File: config.mk
export PLATFORM = sky130hd
export DESIGN_NAME = pbi_top
export DESIGN_NICKNAME = d
export VERILOG_FILES = /design/src/logic/pbi_pkg.sv /design/src/logic/pbi_top.sv
export SDC_FILE = /design/constraint.sdc
export NUM_CORES = 1
export LEC_CHECK = 0
export BUFFER_PORTS_ARGS = -buffer_cell sky130_fd_sc_hd__buf_4
export CORE_ASPECT_RATIO = 1.75
export CORE_MARGIN = 3
export CORE_UTILIZATION = 40
export CTS_CLUSTER_SIZE = 10
export DETAILED_ROUTE_END_ITERATION = 7
export RECOVER_POWER = 50
export SKIP_CTS_REPAIR_TIMING = 1
export SYNTH_ARGS = -nofsm -noshare
export SYNTH_HDL_FRONTEND = slang
export SYNTH_SLANG_ARGS = --single-unit
File: constraint.sdc
create_clock -name sys_clk -period 3.4 [get_ports sys_clk]
set_input_delay 0.17 -clock sys_clk [delete_from_list [all_inputs] [get_ports sys_clk]]
set_output_delay 0.17 -clock sys_clk [all_outputs]
set_load 0.01 [all_outputs]
File: src/logic/pbi_pkg.sv
// Purpose: constants and types for the parallel bus pin interface
// Assumes: one bus clock, all pins sampled and driven on its rising edge
// Notes:   Function list follows
// Function
// sample and drive pins on rising edge
// works from static clock up to 33 MHz
// reset floats all outputs, clears state; req_b is driven high in reset instead
// frame start carries address and command
// frame held, dropped for last data phase
// initiator ready means write data valid
// target ready means read data valid
// transfer only when both readies low
// target stop ends the master's transaction
// locked target refuses other masters
// master never drives or takes lock
// configuration access only with idsel
// claim with devsel after decoding own access
// master samples devsel for a claim
// own request line when wanting bus
// master starts only when granted
// parity error reported two clocks later
// parity error driven high one clock, released
// system error for address parity, fatal
// interrupt is level, active low, open drain
// interrupt only on first interrupt line
// parity covers data and enables, one clock later
package pbi_pkg;
    localparam int         DATA_W     = 32;
    localparam int         CBE_W      = 4;
    localparam int         FIFO_DEPTH = 32;
    localparam int         FIFO_AW    = 5;
    localparam int         DEC_LO     = 12;
    localparam int         DEC_W      = DATA_W - DEC_LO;
    // bus commands on the command/enable lines
    localparam logic [3:0] CMD_MEM_RD = 4'h6;
    localparam logic [3:0] CMD_MEM_WR = 4'h7;
    localparam logic [3:0] CMD_CFG_RD = 4'hA;
    localparam logic [3:0] CMD_CFG_WR = 4'hB;
    localparam logic [3:0] BE_ALL     = 4'h0;
    // memory window claimed by the target, 4 KiB aligned
    localparam logic [19:0] MEM_BASE  = 20'h0_0010;
    localparam logic [2:0]  DEVSEL_TMO = 3'h5;
    localparam logic [31:0] CFG_RDATA = 32'h0000_0000;
    // master completion codes
    localparam logic [1:0] MST_OK     = 2'h0;
    localparam logic [1:0] MST_RETRY  = 2'h1;
    localparam logic [1:0] MST_ABORT  = 2'h2;
    typedef enum logic [1:0] {T_IDLE, T_DATA, T_TURN} pbi_tgt_st_t;
    typedef enum logic [2:0] {M_IDLE, M_REQ, M_ADDR, M_DATA, M_TURN} pbi_mst_st_t;
endpackage

File: src/logic/pbi_top.sv
// Purpose: bus pin interface, target with write FIFO and single-word master
// Assumes: bus clock is sys_clk; pins already split into in/out/enable
// Notes:   lock is input only; interrupt follows user level
`timescale 1ns/1ps
`default_nettype none

////////////////////////////////////////////////////////////////////////////////
module pbi_fifo #(
    parameter int W  = 32,
    parameter int D  = 32,
    parameter int AW = 5
) (
    // clock and reset
    input  wire logic          sys_clk,
    input  wire logic          rst_b,
    // fill side
    input  wire logic          in_valid,
    output logic               in_ready,
    input  wire logic [W-1:0]  in_data,
    // drain side
    output logic               out_valid,
    input  wire logic          out_ready,
    output logic [W-1:0]       out_data,
    output logic [AW:0]        level
);
    logic [W-1:0]  mem_q [D];
    logic [AW-1:0] wp_q, wp_d, rp_q, rp_d;
    logic [AW:0]   cnt_q, cnt_d;
    logic          full_q, full_d, empty_q, empty_d;
    logic          push, pop;

    // flags kept as flops so both sides see registered handshakes
    always_comb begin
        push    = in_valid && !full_q;
        pop     = out_ready && !empty_q;
        wp_d    = push ? wp_q + 1'b1 : wp_q;
        rp_d    = pop ? rp_q + 1'b1 : rp_q;
        cnt_d   = cnt_q + (AW+1)'(push) - (AW+1)'(pop);
        full_d  = (cnt_d == (AW+1)'(D));
        empty_d = (cnt_d == '0);
    end

    always_ff @(posedge sys_clk) begin
        if (!rst_b) begin
            wp_q    <= '0;
            rp_q    <= '0;
            cnt_q   <= '0;
            full_q  <= 1'b0;
            empty_q <= 1'b1;
        end else begin
            wp_q    <= wp_d;
            rp_q    <= rp_d;
            cnt_q   <= cnt_d;
            full_q  <= full_d;
            empty_q <= empty_d;
        end
        if (push) begin
            mem_q[wp_q] <= in_data;
        end
    end

    assign in_ready  = !full_q;
    assign out_valid = !empty_q;
    assign out_data  = mem_q[rp_q];
    assign level     = cnt_q;
endmodule

////////////////////////////////////////////////////////////////////////////////
module pbi_top
    import pbi_pkg::*;
(
    // clock and reset
    input  wire logic                     sys_clk,
    input  wire logic                     rst_b,
    // address/data and command/enable lines
    input  wire logic [pbi_pkg::DATA_W-1:0] ad_i,
    output logic [pbi_pkg::DATA_W-1:0]    ad_o,
    output logic                          ad_oe,
    input  wire logic [pbi_pkg::CBE_W-1:0] cbe_b_i,
    output logic [pbi_pkg::CBE_W-1:0]     cbe_b_o,
    output logic                          cbe_oe,
    input  wire logic                     par_i,
    output logic                          par_o,
    output logic                          par_oe,
    // framing
    input  wire logic                     frame_b_i,
    output logic                          frame_b_o,
    output logic                          frame_oe,
    input  wire logic                     irdy_b_i,
    output logic                          irdy_b_o,
    output logic                          irdy_oe,
    input  wire logic                     trdy_b_i,
    output logic                          trdy_b_o,
    output logic                          trdy_oe,
    input  wire logic                     stop_b_i,
    output logic                          stop_b_o,
    output logic                          stop_oe,
    input  wire logic                     devsel_b_i,
    output logic                          devsel_b_o,
    output logic                          devsel_oe,
    input  wire logic                     lock_b_i,
    input  wire logic                     idsel_i,
    // arbitration
    output logic                          req_b,
    input  wire logic                     gnt_b_i,
    // errors and interrupt; open-drain pins drive low while enabled
    input  wire logic                     perr_b_i,
    output logic                          perr_b_o,
    output logic                          perr_oe,
    output logic                          serr_oe,
    output logic                          inta_oe,
    // user side: events and master write request
    input  wire logic                     int_req,
    input  wire logic                     fatal_err,
    input  wire logic                     m_valid,
    output logic                          m_ready,
    input  wire logic [pbi_pkg::DATA_W-1:0] m_addr,
    input  wire logic [pbi_pkg::DATA_W-1:0] m_data,
    output logic                          m_done,
    output logic [1:0]                    m_stat,
    // user side: target write data
    output logic                          rx_valid,
    input  wire logic                     rx_ready,
    output logic [pbi_pkg::DATA_W-1:0]    rx_data
);
    import pbi_pkg::*;

    pbi_tgt_st_t       t_st_q, t_st_d;
    pbi_mst_st_t       m_st_q, m_st_d;
    logic [DATA_W-1:0] ad_q, ad_d, ma_q, ma_d, md_q, md_d, rdata;
    logic [CBE_W-1:0]  cbe_q, cbe_d;
    logic              ad_oe_q, ad_oe_d, cbe_oe_q, cbe_oe_d;
    logic              frame_q, frame_d, frame_oe_q, frame_oe_d;
    logic              irdy_q, irdy_d, irdy_oe_q, irdy_oe_d;
    logic              trdy_q, trdy_d, trdy_oe_q, trdy_oe_d;
    logic              stop_q, stop_d, stop_oe_q, stop_oe_d;
    logic              dev_q, dev_d, dev_oe_q, dev_oe_d;
    logic              req_q, req_d, lock_q, lock_d, frm_prev_q;
    logic              t_rd_q, t_rd_d, t_cfg_q, t_cfg_d;
    logic              mrdy_q, mrdy_d, mdone_q, mdone_d;
    logic [1:0]        mstat_q, mstat_d;
    logic [2:0]        tmo_q, tmo_d;
    logic              start, cfg_hit, mem_hit, xfer, push, f_in_ready;
    logic [FIFO_AW:0]  f_lvl;

    ////////////////////////////////////////////////////////////////////////////
    // decode of the sampled pins, all on the current edge
    always_comb begin
        start   = !frame_b_i && frm_prev_q && irdy_b_i;
        cfg_hit = (cbe_b_i == CMD_CFG_RD || cbe_b_i == CMD_CFG_WR) && idsel_i;
        mem_hit = (cbe_b_i == CMD_MEM_RD || cbe_b_i == CMD_MEM_WR)
                  && (ad_i[DATA_W-1:DEC_LO] == MEM_BASE);
        xfer    = !irdy_b_i && !trdy_q && trdy_oe_q;
        push    = (t_st_q == T_DATA) && xfer && !t_rd_q && !t_cfg_q;
        rdata   = t_cfg_q ? CFG_RDATA
                          : DATA_W'({lock_q, (m_st_q != M_IDLE), f_lvl});
    end

    ////////////////////////////////////////////////////////////////////////////
    // target and master state; the two never drive the lines together
    always_comb begin
        t_st_d = t_st_q;  m_st_d = m_st_q;
        ad_d = ad_q;  ad_oe_d = ad_oe_q;  cbe_d = cbe_q;  cbe_oe_d = cbe_oe_q;
        frame_d = frame_q;  frame_oe_d = frame_oe_q;
        irdy_d = irdy_q;  irdy_oe_d = irdy_oe_q;
        trdy_d = trdy_q;  trdy_oe_d = trdy_oe_q;
        stop_d = stop_q;  stop_oe_d = stop_oe_q;
        dev_d = dev_q;  dev_oe_d = dev_oe_q;
        req_d = req_q;  lock_d = lock_q;  t_rd_d = t_rd_q;  t_cfg_d = t_cfg_q;
        ma_d = ma_q;  md_d = md_q;  tmo_d = tmo_q;  mstat_d = mstat_q;
        mrdy_d = 1'b0;
        mdone_d = 1'b0;
        // target side
        case (t_st_q)
            T_IDLE: begin
                if (frame_b_i && lock_b_i) begin
                    lock_d = 1'b0;
                end
                if (start && (cfg_hit || mem_hit) && m_st_q == M_IDLE) begin
                    t_st_d = T_DATA;
                    dev_d = 1'b0;
                    dev_oe_d = 1'b1;
                    trdy_d = 1'b1;
                    trdy_oe_d = 1'b1;
                    stop_oe_d = 1'b1;
                    // a held lock and a foreign locked access earn a retry
                    stop_d = !(lock_q && !lock_b_i);
                    t_rd_d = !cbe_b_i[0];
                    t_cfg_d = cfg_hit;
                end
            end
            T_DATA: begin
                if (!stop_q) begin
                    if (frame_b_i) begin
                        t_st_d = T_TURN;
                    end
                end else if (xfer) begin
                    if (!lock_b_i) begin
                        lock_d = 1'b1;
                    end
                    if (frame_b_i) begin
                        t_st_d = T_TURN;
                    end else begin
                        trdy_d = !t_rd_q;  // writes pause a clock per word
                    end
                end else if (frame_b_i && irdy_b_i) begin
                    t_st_d = T_TURN;
                end else if (t_rd_q) begin
                    ad_d = rdata;
                    ad_oe_d = 1'b1;
                    trdy_d = 1'b0;
                end else begin
                    trdy_d = !f_in_ready;    // back-pressure from the FIFO
                end
                if (t_st_d == T_TURN) begin
                    dev_d = 1'b1;
                    trdy_d = 1'b1;
                    stop_d = 1'b1;
                    ad_oe_d = 1'b0;
                end
            end
            T_TURN: begin
                // lines were driven high for one clock, now released
                dev_oe_d = 1'b0;
                trdy_oe_d = 1'b0;
                stop_oe_d = 1'b0;
                t_st_d = T_IDLE;
            end
            default: t_st_d = T_IDLE;
        endcase
        // master side: single-word memory write, never touches lock
        case (m_st_q)
            M_IDLE: begin
                if (m_valid) begin
                    ma_d = m_addr;
                    md_d = m_data;
                    mrdy_d = 1'b1;
                    req_d = 1'b0;
                    m_st_d = M_REQ;
                end
            end
            M_REQ: begin
                if (!gnt_b_i && frame_b_i && irdy_b_i && t_st_q == T_IDLE) begin
                    m_st_d = M_ADDR;
                    frame_d = 1'b0;
                    frame_oe_d = 1'b1;
                    ad_d = ma_q;
                    ad_oe_d = 1'b1;
                    cbe_d = CMD_MEM_WR;
                    cbe_oe_d = 1'b1;
                    req_d = 1'b1;
                end
            end
            M_ADDR: begin
                m_st_d = M_DATA;
                frame_d = 1'b1;
                irdy_d = 1'b0;
                irdy_oe_d = 1'b1;
                ad_d = md_q;
                cbe_d = BE_ALL;
                tmo_d = '0;
            end
            M_DATA: begin
                tmo_d = tmo_q + 3'h1;
                if (!devsel_b_i && !trdy_b_i) begin
                    mstat_d = MST_OK;
                    m_st_d = M_TURN;
                end else if (!stop_b_i) begin
                    mstat_d = MST_RETRY;
                    m_st_d = M_TURN;
                end else if (devsel_b_i && tmo_q == DEVSEL_TMO) begin
                    mstat_d = MST_ABORT;
                    m_st_d = M_TURN;
                end
                if (m_st_d == M_TURN) begin
                    irdy_d = 1'b1;
                    frame_oe_d = 1'b0;
                    ad_oe_d = 1'b0;
                    cbe_oe_d = 1'b0;
                    mdone_d = 1'b1;
                end
            end
            M_TURN: begin
                irdy_oe_d = 1'b0;
                m_st_d = M_IDLE;
            end
            default: m_st_d = M_IDLE;
        endcase
    end

    // everything below changes only on the rising edge
    always_ff @(posedge sys_clk) begin
        if (!rst_b) begin
            t_st_q <= T_IDLE;  m_st_q <= M_IDLE;
            ad_q <= '0;  ad_oe_q <= 1'b0;  cbe_q <= '1;  cbe_oe_q <= 1'b0;
            frame_q <= 1'b1;  frame_oe_q <= 1'b0;  irdy_q <= 1'b1;  irdy_oe_q <= 1'b0;
            trdy_q <= 1'b1;  trdy_oe_q <= 1'b0;  stop_q <= 1'b1;  stop_oe_q <= 1'b0;
            dev_q <= 1'b1;  dev_oe_q <= 1'b0;  req_q <= 1'b1;  lock_q <= 1'b0;
            t_rd_q <= 1'b0;  t_cfg_q <= 1'b0;  ma_q <= '0;  md_q <= '0;
            tmo_q <= '0;  mstat_q <= MST_OK;  mrdy_q <= 1'b0;  mdone_q <= 1'b0;
            frm_prev_q <= 1'b1;
        end else begin
            t_st_q <= t_st_d;  m_st_q <= m_st_d;
            ad_q <= ad_d;  ad_oe_q <= ad_oe_d;  cbe_q <= cbe_d;  cbe_oe_q <= cbe_oe_d;
            frame_q <= frame_d;  frame_oe_q <= frame_oe_d;
            irdy_q <= irdy_d;  irdy_oe_q <= irdy_oe_d;
            trdy_q <= trdy_d;  trdy_oe_q <= trdy_oe_d;
            stop_q <= stop_d;  stop_oe_q <= stop_oe_d;
            dev_q <= dev_d;  dev_oe_q <= dev_oe_d;  req_q <= req_d;  lock_q <= lock_d;
            t_rd_q <= t_rd_d;  t_cfg_q <= t_cfg_d;  ma_q <= ma_d;  md_q <= md_d;
            tmo_q <= tmo_d;  mstat_q <= mstat_d;  mrdy_q <= mrdy_d;  mdone_q <= mdone_d;
            frm_prev_q <= frame_b_i;
        end
    end

    ////////////////////////////////////////////////////////////////////////////
    // parity, error reporting and interrupt
    logic              par_q, par_d, par_oe_q, par_oe_d;
    logic              perr_q, perr_d, perr_oe_q, perr_oe_d;
    logic              serr_q, serr_d, inta_q, inta_d;
    logic              dchk_q, dchk_d, achk_q, achk_d, bad;
    logic [DATA_W-1:0] cw_q, cw_d;
    logic [CBE_W-1:0]  cb_q, cb_d;

    // received words are checked when their parity arrives a clock later
    always_comb begin
        par_d = ^{ad_q, cbe_q};
        par_oe_d = ad_oe_q;
        cw_d = ad_i;
        cb_d = cbe_b_i;
        dchk_d = push || ((t_st_q == T_DATA) && xfer && t_cfg_q && !t_rd_q);
        achk_d = (t_st_q == T_IDLE) && start && (cfg_hit || mem_hit);
        bad = (^{cw_q, cb_q}) != par_i;
        perr_d = 1'b1;
        perr_oe_d = 1'b0;
        if (dchk_q && bad) begin
            perr_d = 1'b0;
            perr_oe_d = 1'b1;
        end else if (perr_oe_q && !perr_q) begin
            perr_oe_d = 1'b1;
        end
        serr_d = (achk_q && bad) || fatal_err;
        inta_d = int_req;
    end

    always_ff @(posedge sys_clk) begin
        if (!rst_b) begin
            par_q <= 1'b0;  par_oe_q <= 1'b0;  perr_q <= 1'b1;  perr_oe_q <= 1'b0;
            serr_q <= 1'b0;  inta_q <= 1'b0;  dchk_q <= 1'b0;  achk_q <= 1'b0;
            cw_q <= '0;  cb_q <= '0;
        end else begin
            par_q <= par_d;  par_oe_q <= par_oe_d;  perr_q <= perr_d;
            perr_oe_q <= perr_oe_d;  serr_q <= serr_d;  inta_q <= inta_d;
            dchk_q <= dchk_d;  achk_q <= achk_d;  cw_q <= cw_d;  cb_q <= cb_d;
        end
    end

    ////////////////////////////////////////////////////////////////////////////
    // write data buffer; a full FIFO holds target ready off
    pbi_fifo #(.W(DATA_W), .D(FIFO_DEPTH), .AW(FIFO_AW)) u_fifo (
        .sys_clk   (sys_clk),
        .rst_b     (rst_b),
        .in_valid  (push),
        .in_ready  (f_in_ready),
        .in_data   (ad_i),
        .out_valid (rx_valid),
        .out_ready (rx_ready),
        .out_data  (rx_data),
        .level     (f_lvl)
    );

    assign ad_o = ad_q;          assign ad_oe = ad_oe_q;
    assign cbe_b_o = cbe_q;      assign cbe_oe = cbe_oe_q;
    assign par_o = par_q;        assign par_oe = par_oe_q;
    assign frame_b_o = frame_q;  assign frame_oe = frame_oe_q;
    assign irdy_b_o = irdy_q;    assign irdy_oe = irdy_oe_q;
    assign trdy_b_o = trdy_q;    assign trdy_oe = trdy_oe_q;
    assign stop_b_o = stop_q;    assign stop_oe = stop_oe_q;
    assign devsel_b_o = dev_q;   assign devsel_oe = dev_oe_q;
    assign req_b = req_q;        assign perr_b_o = perr_q;
    assign perr_oe = perr_oe_q;  assign serr_oe = serr_q;
    assign inta_oe = inta_q;     assign m_ready = mrdy_q;
    assign m_done = mdone_q;     assign m_stat = mstat_q;

    ////////////////////////////////////////////////////////////////////////////
    // checks on driven lines
    a_reset_float: assert property (@(posedge sys_clk)
        $past(!rst_b) |-> !(ad_oe_q || frame_oe_q || trdy_oe_q || serr_q || perr_oe_q))
        else $error("outputs driven right after reset");
    a_start_granted: assert property (@(posedge sys_clk) disable iff (!rst_b)
        $rose(frame_oe_q) |-> !$past(gnt_b_i) && !$past(req_q))
        else $error("frame started without grant");
    a_addr_phase: assert property (@(posedge sys_clk) disable iff (!rst_b)
        $rose(frame_oe_q) |-> !frame_q && ad_oe_q && cbe_q == CMD_MEM_WR ##1 !irdy_q)
        else $error("address phase malformed");
    a_last_phase: assert property (@(posedge sys_clk) disable iff (!rst_b)
        (irdy_oe_q && !irdy_q) |-> frame_q && frame_oe_q && ad_oe_q)
        else $error("data phase without frame released");
    a_read_data: assert property (@(posedge sys_clk) disable iff (!rst_b)
        (trdy_oe_q && !trdy_q && t_rd_q) |-> ad_oe_q && ad_q == rdata)
        else $error("target ready without read data");
    a_lock_retry: assert property (@(posedge sys_clk) disable iff (!rst_b)
        (t_st_q == T_IDLE && start && mem_hit && lock_q && !lock_b_i && m_st_q == M_IDLE)
        |=> !stop_q && !dev_q ##1 trdy_q)
        else $error("locked target did not retry");
    a_cfg_select: assert property (@(posedge sys_clk) disable iff (!rst_b)
        ($fell(dev_q) && t_cfg_q) |-> $past(idsel_i))
        else $error("configuration claimed without select");
    a_abort_time: assert property (@(posedge sys_clk) disable iff (!rst_b)
        (m_st_q == M_ADDR) ##1 (devsel_b_i && trdy_b_i && stop_b_i) [*6] |=> mdone_q)
        else $error("master abort not taken");
    a_req_raise: assert property (@(posedge sys_clk) disable iff (!rst_b)
        (m_st_q == M_IDLE && m_valid) |=> !req_q && mrdy_q)
        else $error("request not raised");
    a_perr_delay: assert property (@(posedge sys_clk) disable iff (!rst_b)
        (dchk_d && (^{ad_i, cbe_b_i})) ##1 !par_i |=> !perr_q && perr_oe_q)
        else $error("parity error not reported two clocks on");
    a_perr_release: assert property (@(posedge sys_clk) disable iff (!rst_b)
        (perr_oe_q && !perr_q) ##1 !(dchk_q && bad) |-> perr_q && perr_oe_q ##1 !perr_oe_q)
        else $error("parity error line not released high");
    a_par_cover: assert property (@(posedge sys_clk) disable iff (!rst_b)
        $past(ad_oe_q) |-> par_oe_q && par_q == ^{$past(ad_q), $past(cbe_q)})
        else $error("parity output wrong");
    a_serr_fatal: assert property (@(posedge sys_clk) disable iff (!rst_b)
        fatal_err |=> serr_q)
        else $error("system error not raised");
    a_int_level: assert property (@(posedge sys_clk) disable iff (!rst_b)
        int_req [*2] |-> inta_q ##1 inta_q)
        else $error("interrupt not held");
endmodule

`default_nettype wire

* Word-level counts from Yosys, hierarchy flattened *
Memories as Yosys holds them, arrays and structs flattened. A register that Yosys moved wholly into a read port is not among the register bits.
Index checks and enable logic that the tools add are counted.

word-level totals
  register bits = 188
  bits in writable memories = 1024
  input port bits = 116
  output and inout bits = 92
  logic and storage cells = 223
  memories kept = 1

operators by class
  add/subtract/negate cells = 5
  equal/unequal tests = 29
  multiplexer cells = 75
  reduce and logical (&&, ||, !) cells = 74

memory list
  memory        words  width  rd ports  clocked after memory_dff  wr ports  RTL line       RTL
  u_fifo.mem_q  32     32     1         1                         1         pbi_top.sv:26  logic [W-1:0] mem_q [D];

operators by type and width
  operator                                               count
  2-to-1 mux 32 bit                                      6
  XOR reduction 36 bit                                   2
  one-hot mux 32 bit (2 select lines)                    1
  2-to-1 mux 1 bit                                       34
  logical AND 1 bit                                      28
  one-hot mux 1 bit (2 select lines)                     11
  equality test 20 x 5 -> 1 bit (second input constant)  1
  2-to-1 mux 2 bit                                       9
  2-to-1 mux 3 bit                                       6
  inequality test 2 bit (second input constant)          9
  AND reduction 2 bit                                    9
  logical NOT 1 bit                                      14
  nonzero test 2 bit                                     7
  one-hot mux 3 bit (4 select lines)                     1
  adder 5 x 1 -> 5 bit (second input constant)           2
  2-to-1 mux 5 bit                                       2
  AND reduction 5 bit                                    2
  equality test 3 bit (second input constant)            3
  AND reduction 3 bit                                    3
  equality test 4 x 3 -> 1 bit (second input constant)   2
  equality test 4 bit (second input constant)            2
  2-to-1 mux 8 bit                                       1
  inequality test 4 bit (second input constant)          2
  one-hot mux 4 bit (2 select lines)                     1
  other kinds (19)                                       25

* Longest topological paths before layout *
  depth after elaboration = 11
  depth in mapped cells = 12
  gate-level depth less buffers = 11

* By module *
Synthesis repeated with hierarchy kept, for this count alone.

unflattened totals
  cells, all modules = 2832
  area, all modules = 47026.4 sq um

modules (own cells, without submodules)
  module    instances  cells each  area each (sq um)  seq. area each (sq um)
  pbi_fifo  1          2106        40546.4            31209.9
  pbi_top   1          726         6480.0             3363.2

* Worst setup path before layout *
Ideal clock, no wire load.

  kind = register to register
  start point = reg, netlist name devsel_oe
  end point = mem u_fifo.mem_q[28][0] (enable)
  library setup time = 0.421 ns
  arrival = 2.939 ns
  data required time = 2.979 ns
  setup slack = 0.040 ns
  stages on the path, launching flop included = 6
  buffers on the path = 0
  clock period less this slack = 3.360 ns
  cell sequence = dfxtp_1 -> nor3b_1 -> nand2_1 -> nor4_4 -> nand2_1 -> nor2_1

RTL lines
  what           RTL line
  end, declared  pbi_top.sv:26

==> reports/summary.md <==
Counting every sink on the clock net gives 1215. The worst hold-check path type was input port to flop. The worst setup path is captured at an output pin. The checks that failed: capacitance limit, slew limit.

Die width: 263 um. VDD sags by at most 0.506 mV. The number of buffers created by CTS was 140. The warning count from the yosys run is 0, and the detailed-routing wirelength on met1 is 43800 um.

After detailed placement, the design holds a cell count of 3997. The element type at the critical path start was a flop. The DRC violation count after routing was 0; the I/O pin count was 208. Hold is met by 0.0339 ns. The required time of the critical path came out at 3.23 ns. The number of cell rows was 164. Type of the worst setup path: flop to output pin. The number of violations reported at the end of detailed-routing iteration 0 is 1679, and the final max-slew violation count is 344. The initial cell density of the core was 40.4%. In this run, distinct cell masters in the synthesized netlist total 55.

After synthesis the netlist holds a flip-flop and latch count of 1215. The startpoint identified for the worst hold timing path is trdy_b_i. The final number of hold-violating endpoints came out at 0. The remaining number of nets flagged by the antenna check after routing came out at 0.

The share of final-layout standard cells stronger than drive strength 1 is 28.1%, and the sum of overflow across all layers after global routing is 0. The run gives 9297 as the filler cell count. Routed wire length per instance: 28.0 um. TritonCTS built the clock tree. The multi-input combinational cells in the finished layout cover a total of 11300 um^2.

The run gives 2917 as the final net count. The tree is rooted in a clkbuf_16. The tools report the post-route clock skew as 0.0226 ns. The clock reaches the later pin of the worst-skew pair after 0.75 ns. Number of search-and-repair iterations in the first detailed-routing pass: 8.

Most numerous cell on the critical path: mux4_2. In this run the static leakage power is 17.6 nW. Once layout is complete, the cells apart from fillers number 4352. The tool flagged a number of max-cap violations equal to 9. The total die area is 120000 um^2, and the number of global-route vias before repair is 25300.

For this run, the slowest stage of the critical path takes 0.55 ns. The sequential cells in the finished layout cover a total of 34600 um^2. Buffers placed on the I/O ports in this run total 206. After legalization and detailed placement, the total HPWL measured 70700 um. The core region is 115000 um^2. The hold path depth is 4. In the routed layout, each cell is associated on average with a via count of 5.58. Setup repair after global routing could not meet its margin everywhere.

The total number of H-tree levels was 4; the actual slew at the worst max-slew pin was 2.39 ns. Measured against its own limit, the worst slew margin works out to -60.5%. The sequential share of the synthesized area is 74.6%. Measured in cells, the most critical reg-to-reg path has a length of 8. The tools report the routed length on met3 as 6810 um. The power density over the cells is 593 nW/um^2.

The detailed-routed wire length on met2 is 66700 um, and the maximum frequency from static timing analysis is 300 MHz. The congestion estimate from routability-driven global placement came to 0.788. The logs give 48.7% for the fraction of the core area covered by cells at the end of the flow and 2 for the initial antenna violation count. Compared with the post-synthesis result, the final layout area differs by 20.4%. A synthesized cell averages 20.0 um^2. The logs give 2321 for the cell count after synthesis and 0 ns for the total negative setup slack.

The post-synthesis net count is 2451, and the number of enable flip-flop cells after synthesis is 1024. The completed layout was analyzed and its total power is 33.1 mW. The final number of setup-violating endpoints was 0; the vertical die dimension was 456 um. The worst path uses 98.1% of the clock period. The async set or reset register ratio after synthesis is 0%, and the total wirelength of the detailed-routed design is 122000 um.

For the worst setup path, the data arrival time is 3.17 ns. After detailed routing, no signal wire sits above met5. The startpoint identified for the worst register-to-register timing path is t_st_q[0]. The first global-routing pass estimated 172000 um of wire. The most used flip-flop cell after synthesis is edfxtp_1. The run finished, with violations left. The critical path goes through clkbuf_8, mux4_2, mux4_2, mux2_2, buf_4. Counting along the longest clock path gives a buffer depth of 3. The highest-delay cell along the critical path was mux4_2. The largest net degree at the start of global routing came out at 66. The routed design could run at a clock period as short as 3.34 ns. Global routing consumed, over all layers together, 19.7% of the routing resources. In this run the cell area of the synthesized design comes to 46400 um^2. The maximum fanout along the worst path was 21; the detailed-route via count was 24300. After clock tree synthesis, the clock-pin slew on the worst setup and hold paths is 0.05 ns.
==> worst paths after layout <==
| check | endpoint | slack, ns |
|---|---|---|
| max | rx_data[13] | 0.06 |
| min | m_stat[1] | 0.03 |
| min reg2reg | perr_b_o | 0.42 |
| max reg2reg | u_fifo.mem_q[26][28] | 0.22 |
==> layout make-up <==
type | count | share of cell area, %
Multi-Input combinational cell | 957 | 20.3
Antenna cell | 1 | 0.00448
Tap cell | 1494 | 3.35
Clock inverter | 14 | 0.358
Inverter | 19 | 0.130
Timing Repair Buffer | 454 | 7.20
Clock buffer | 198 | 6.76
Sequential cell | 1215 | 61.9
==> power breakdown <==
part           total (mW)  leakage [nW]  switching, mW  internal, mW
Sequential           16.4          10.8         0.0961          16.3
Combinational        3.37          4.95           1.62          1.75
Clock                13.4          1.91           5.69          7.68
Total                33.1          17.6           7.41          25.7
==> worst max-delay path, delay by kind of cell, from the launching register on <==
family / cells / cell delay, ns
DFF: 1 / 0.44
muxes: 3 / 1.44
buffers and inverters: 2 / 0.50
==> cells by family after synthesis <==
kind of cell	synth area share [%]
DFF	74.6
and+or+nand+nor	3.56
muxes	16.4
buffers and inverters	1.55
AOI/OAI and AO/OA	2.02
xor gates and xnor gates	1.55
adders and majority gates	0.394
==> sequential cells by signal, indices dropped and copies added (netlist names), 4 cells and up, named ones only <==
| register | cells |
|---|---|
| ma_q | 32 |
| u_fifo.mem_q | 1024 |
| u_fifo.wp_q | 5 |
| md_q | 32 |
| u_fifo.level | 6 |
| ad_o | 32 |
| u_fifo.rp_q | 5 |
| cw_q | 32 |
| cb_q | 4 |
==> placed cells by master, fill, tap and decap left out, drive strengths merged, types with 2 or more instances in the layout <==
cell         instances
edfxtp            1024
mux4               320
clkbuf             301
buf                237
dfxtp              191
nand2              168
dlygate4sd3        114
nor2                93
a21oi               88
xnor2               63
and2                45
mux2                32
a222oi              31
inv                 24
xor2                14
ha                  13
o21ai               12
nand3               11
clkinv               8
nor3                 6
nand2b               5
nand4                5
nor3b                4
nor4                 4
nor2b                3
nand3b               3
or2                  3
a21o                 3
mux2i                3
or3                  2
a31o                 2
nor4b                2
nand4b               2
a211oi               2
xnor3                2
o21a                 2
==> per-stage QoR <==
stage / setup slack (ns) / area, um^2
final: 0.0632 / 55900
after global routing: -0.0459 / 55900
after CTS: -0.238 / 54600
after detailed placement: 0.574 / 50600
after global placement: 0.618 / 50600
after floorplan: 0.0397 / 46400
==> synth_stat cells, types with 4 or more instances <==
| cell | count | area share (%) |
|---|---|---|
| edfxtp_1 | 1024 | 66 |
| mux4_2 | 320 | 16 |
| dfxtp_1 | 191 | 8.2 |
| nand2_1 | 167 | 1.4 |
| nor2_1 | 93 | 0.75 |
| a21oi_1 | 88 | 0.95 |
| clkbuf_1 | 70 | 0.57 |
| xnor2_1 | 63 | 1.2 |
| and2_1 | 44 | 0.59 |
| mux2_2 | 32 | 0.78 |
| a222oi_1 | 31 | 0.67 |
| buf_4 | 24 | 0.39 |
| inv_1 | 18 | 0.15 |
| buf_1 | 17 | 0.14 |
| xor2_1 | 14 | 0.26 |
| ha_1 | 13 | 0.35 |
| buf_2 | 12 | 0.13 |
| o21ai_0 | 12 | 0.13 |
| nand3_1 | 11 | 0.12 |
| buf_6 | 7 | 0.17 |
| nor3_1 | 6 | 0.065 |
| nand2b_1 | 5 | 0.067 |
| nand4_1 | 5 | 0.067 |
| nor3b_1 | 4 | 0.065 |
==> routing by layer <==
layer	GRT usage [%]	vias up
li1	-	10200
met1	22.4	12900
met2	35.8	902
met3	4.35	231
met4	8.07	2
met5	0	-
Power figures use the tool's default switching activity.
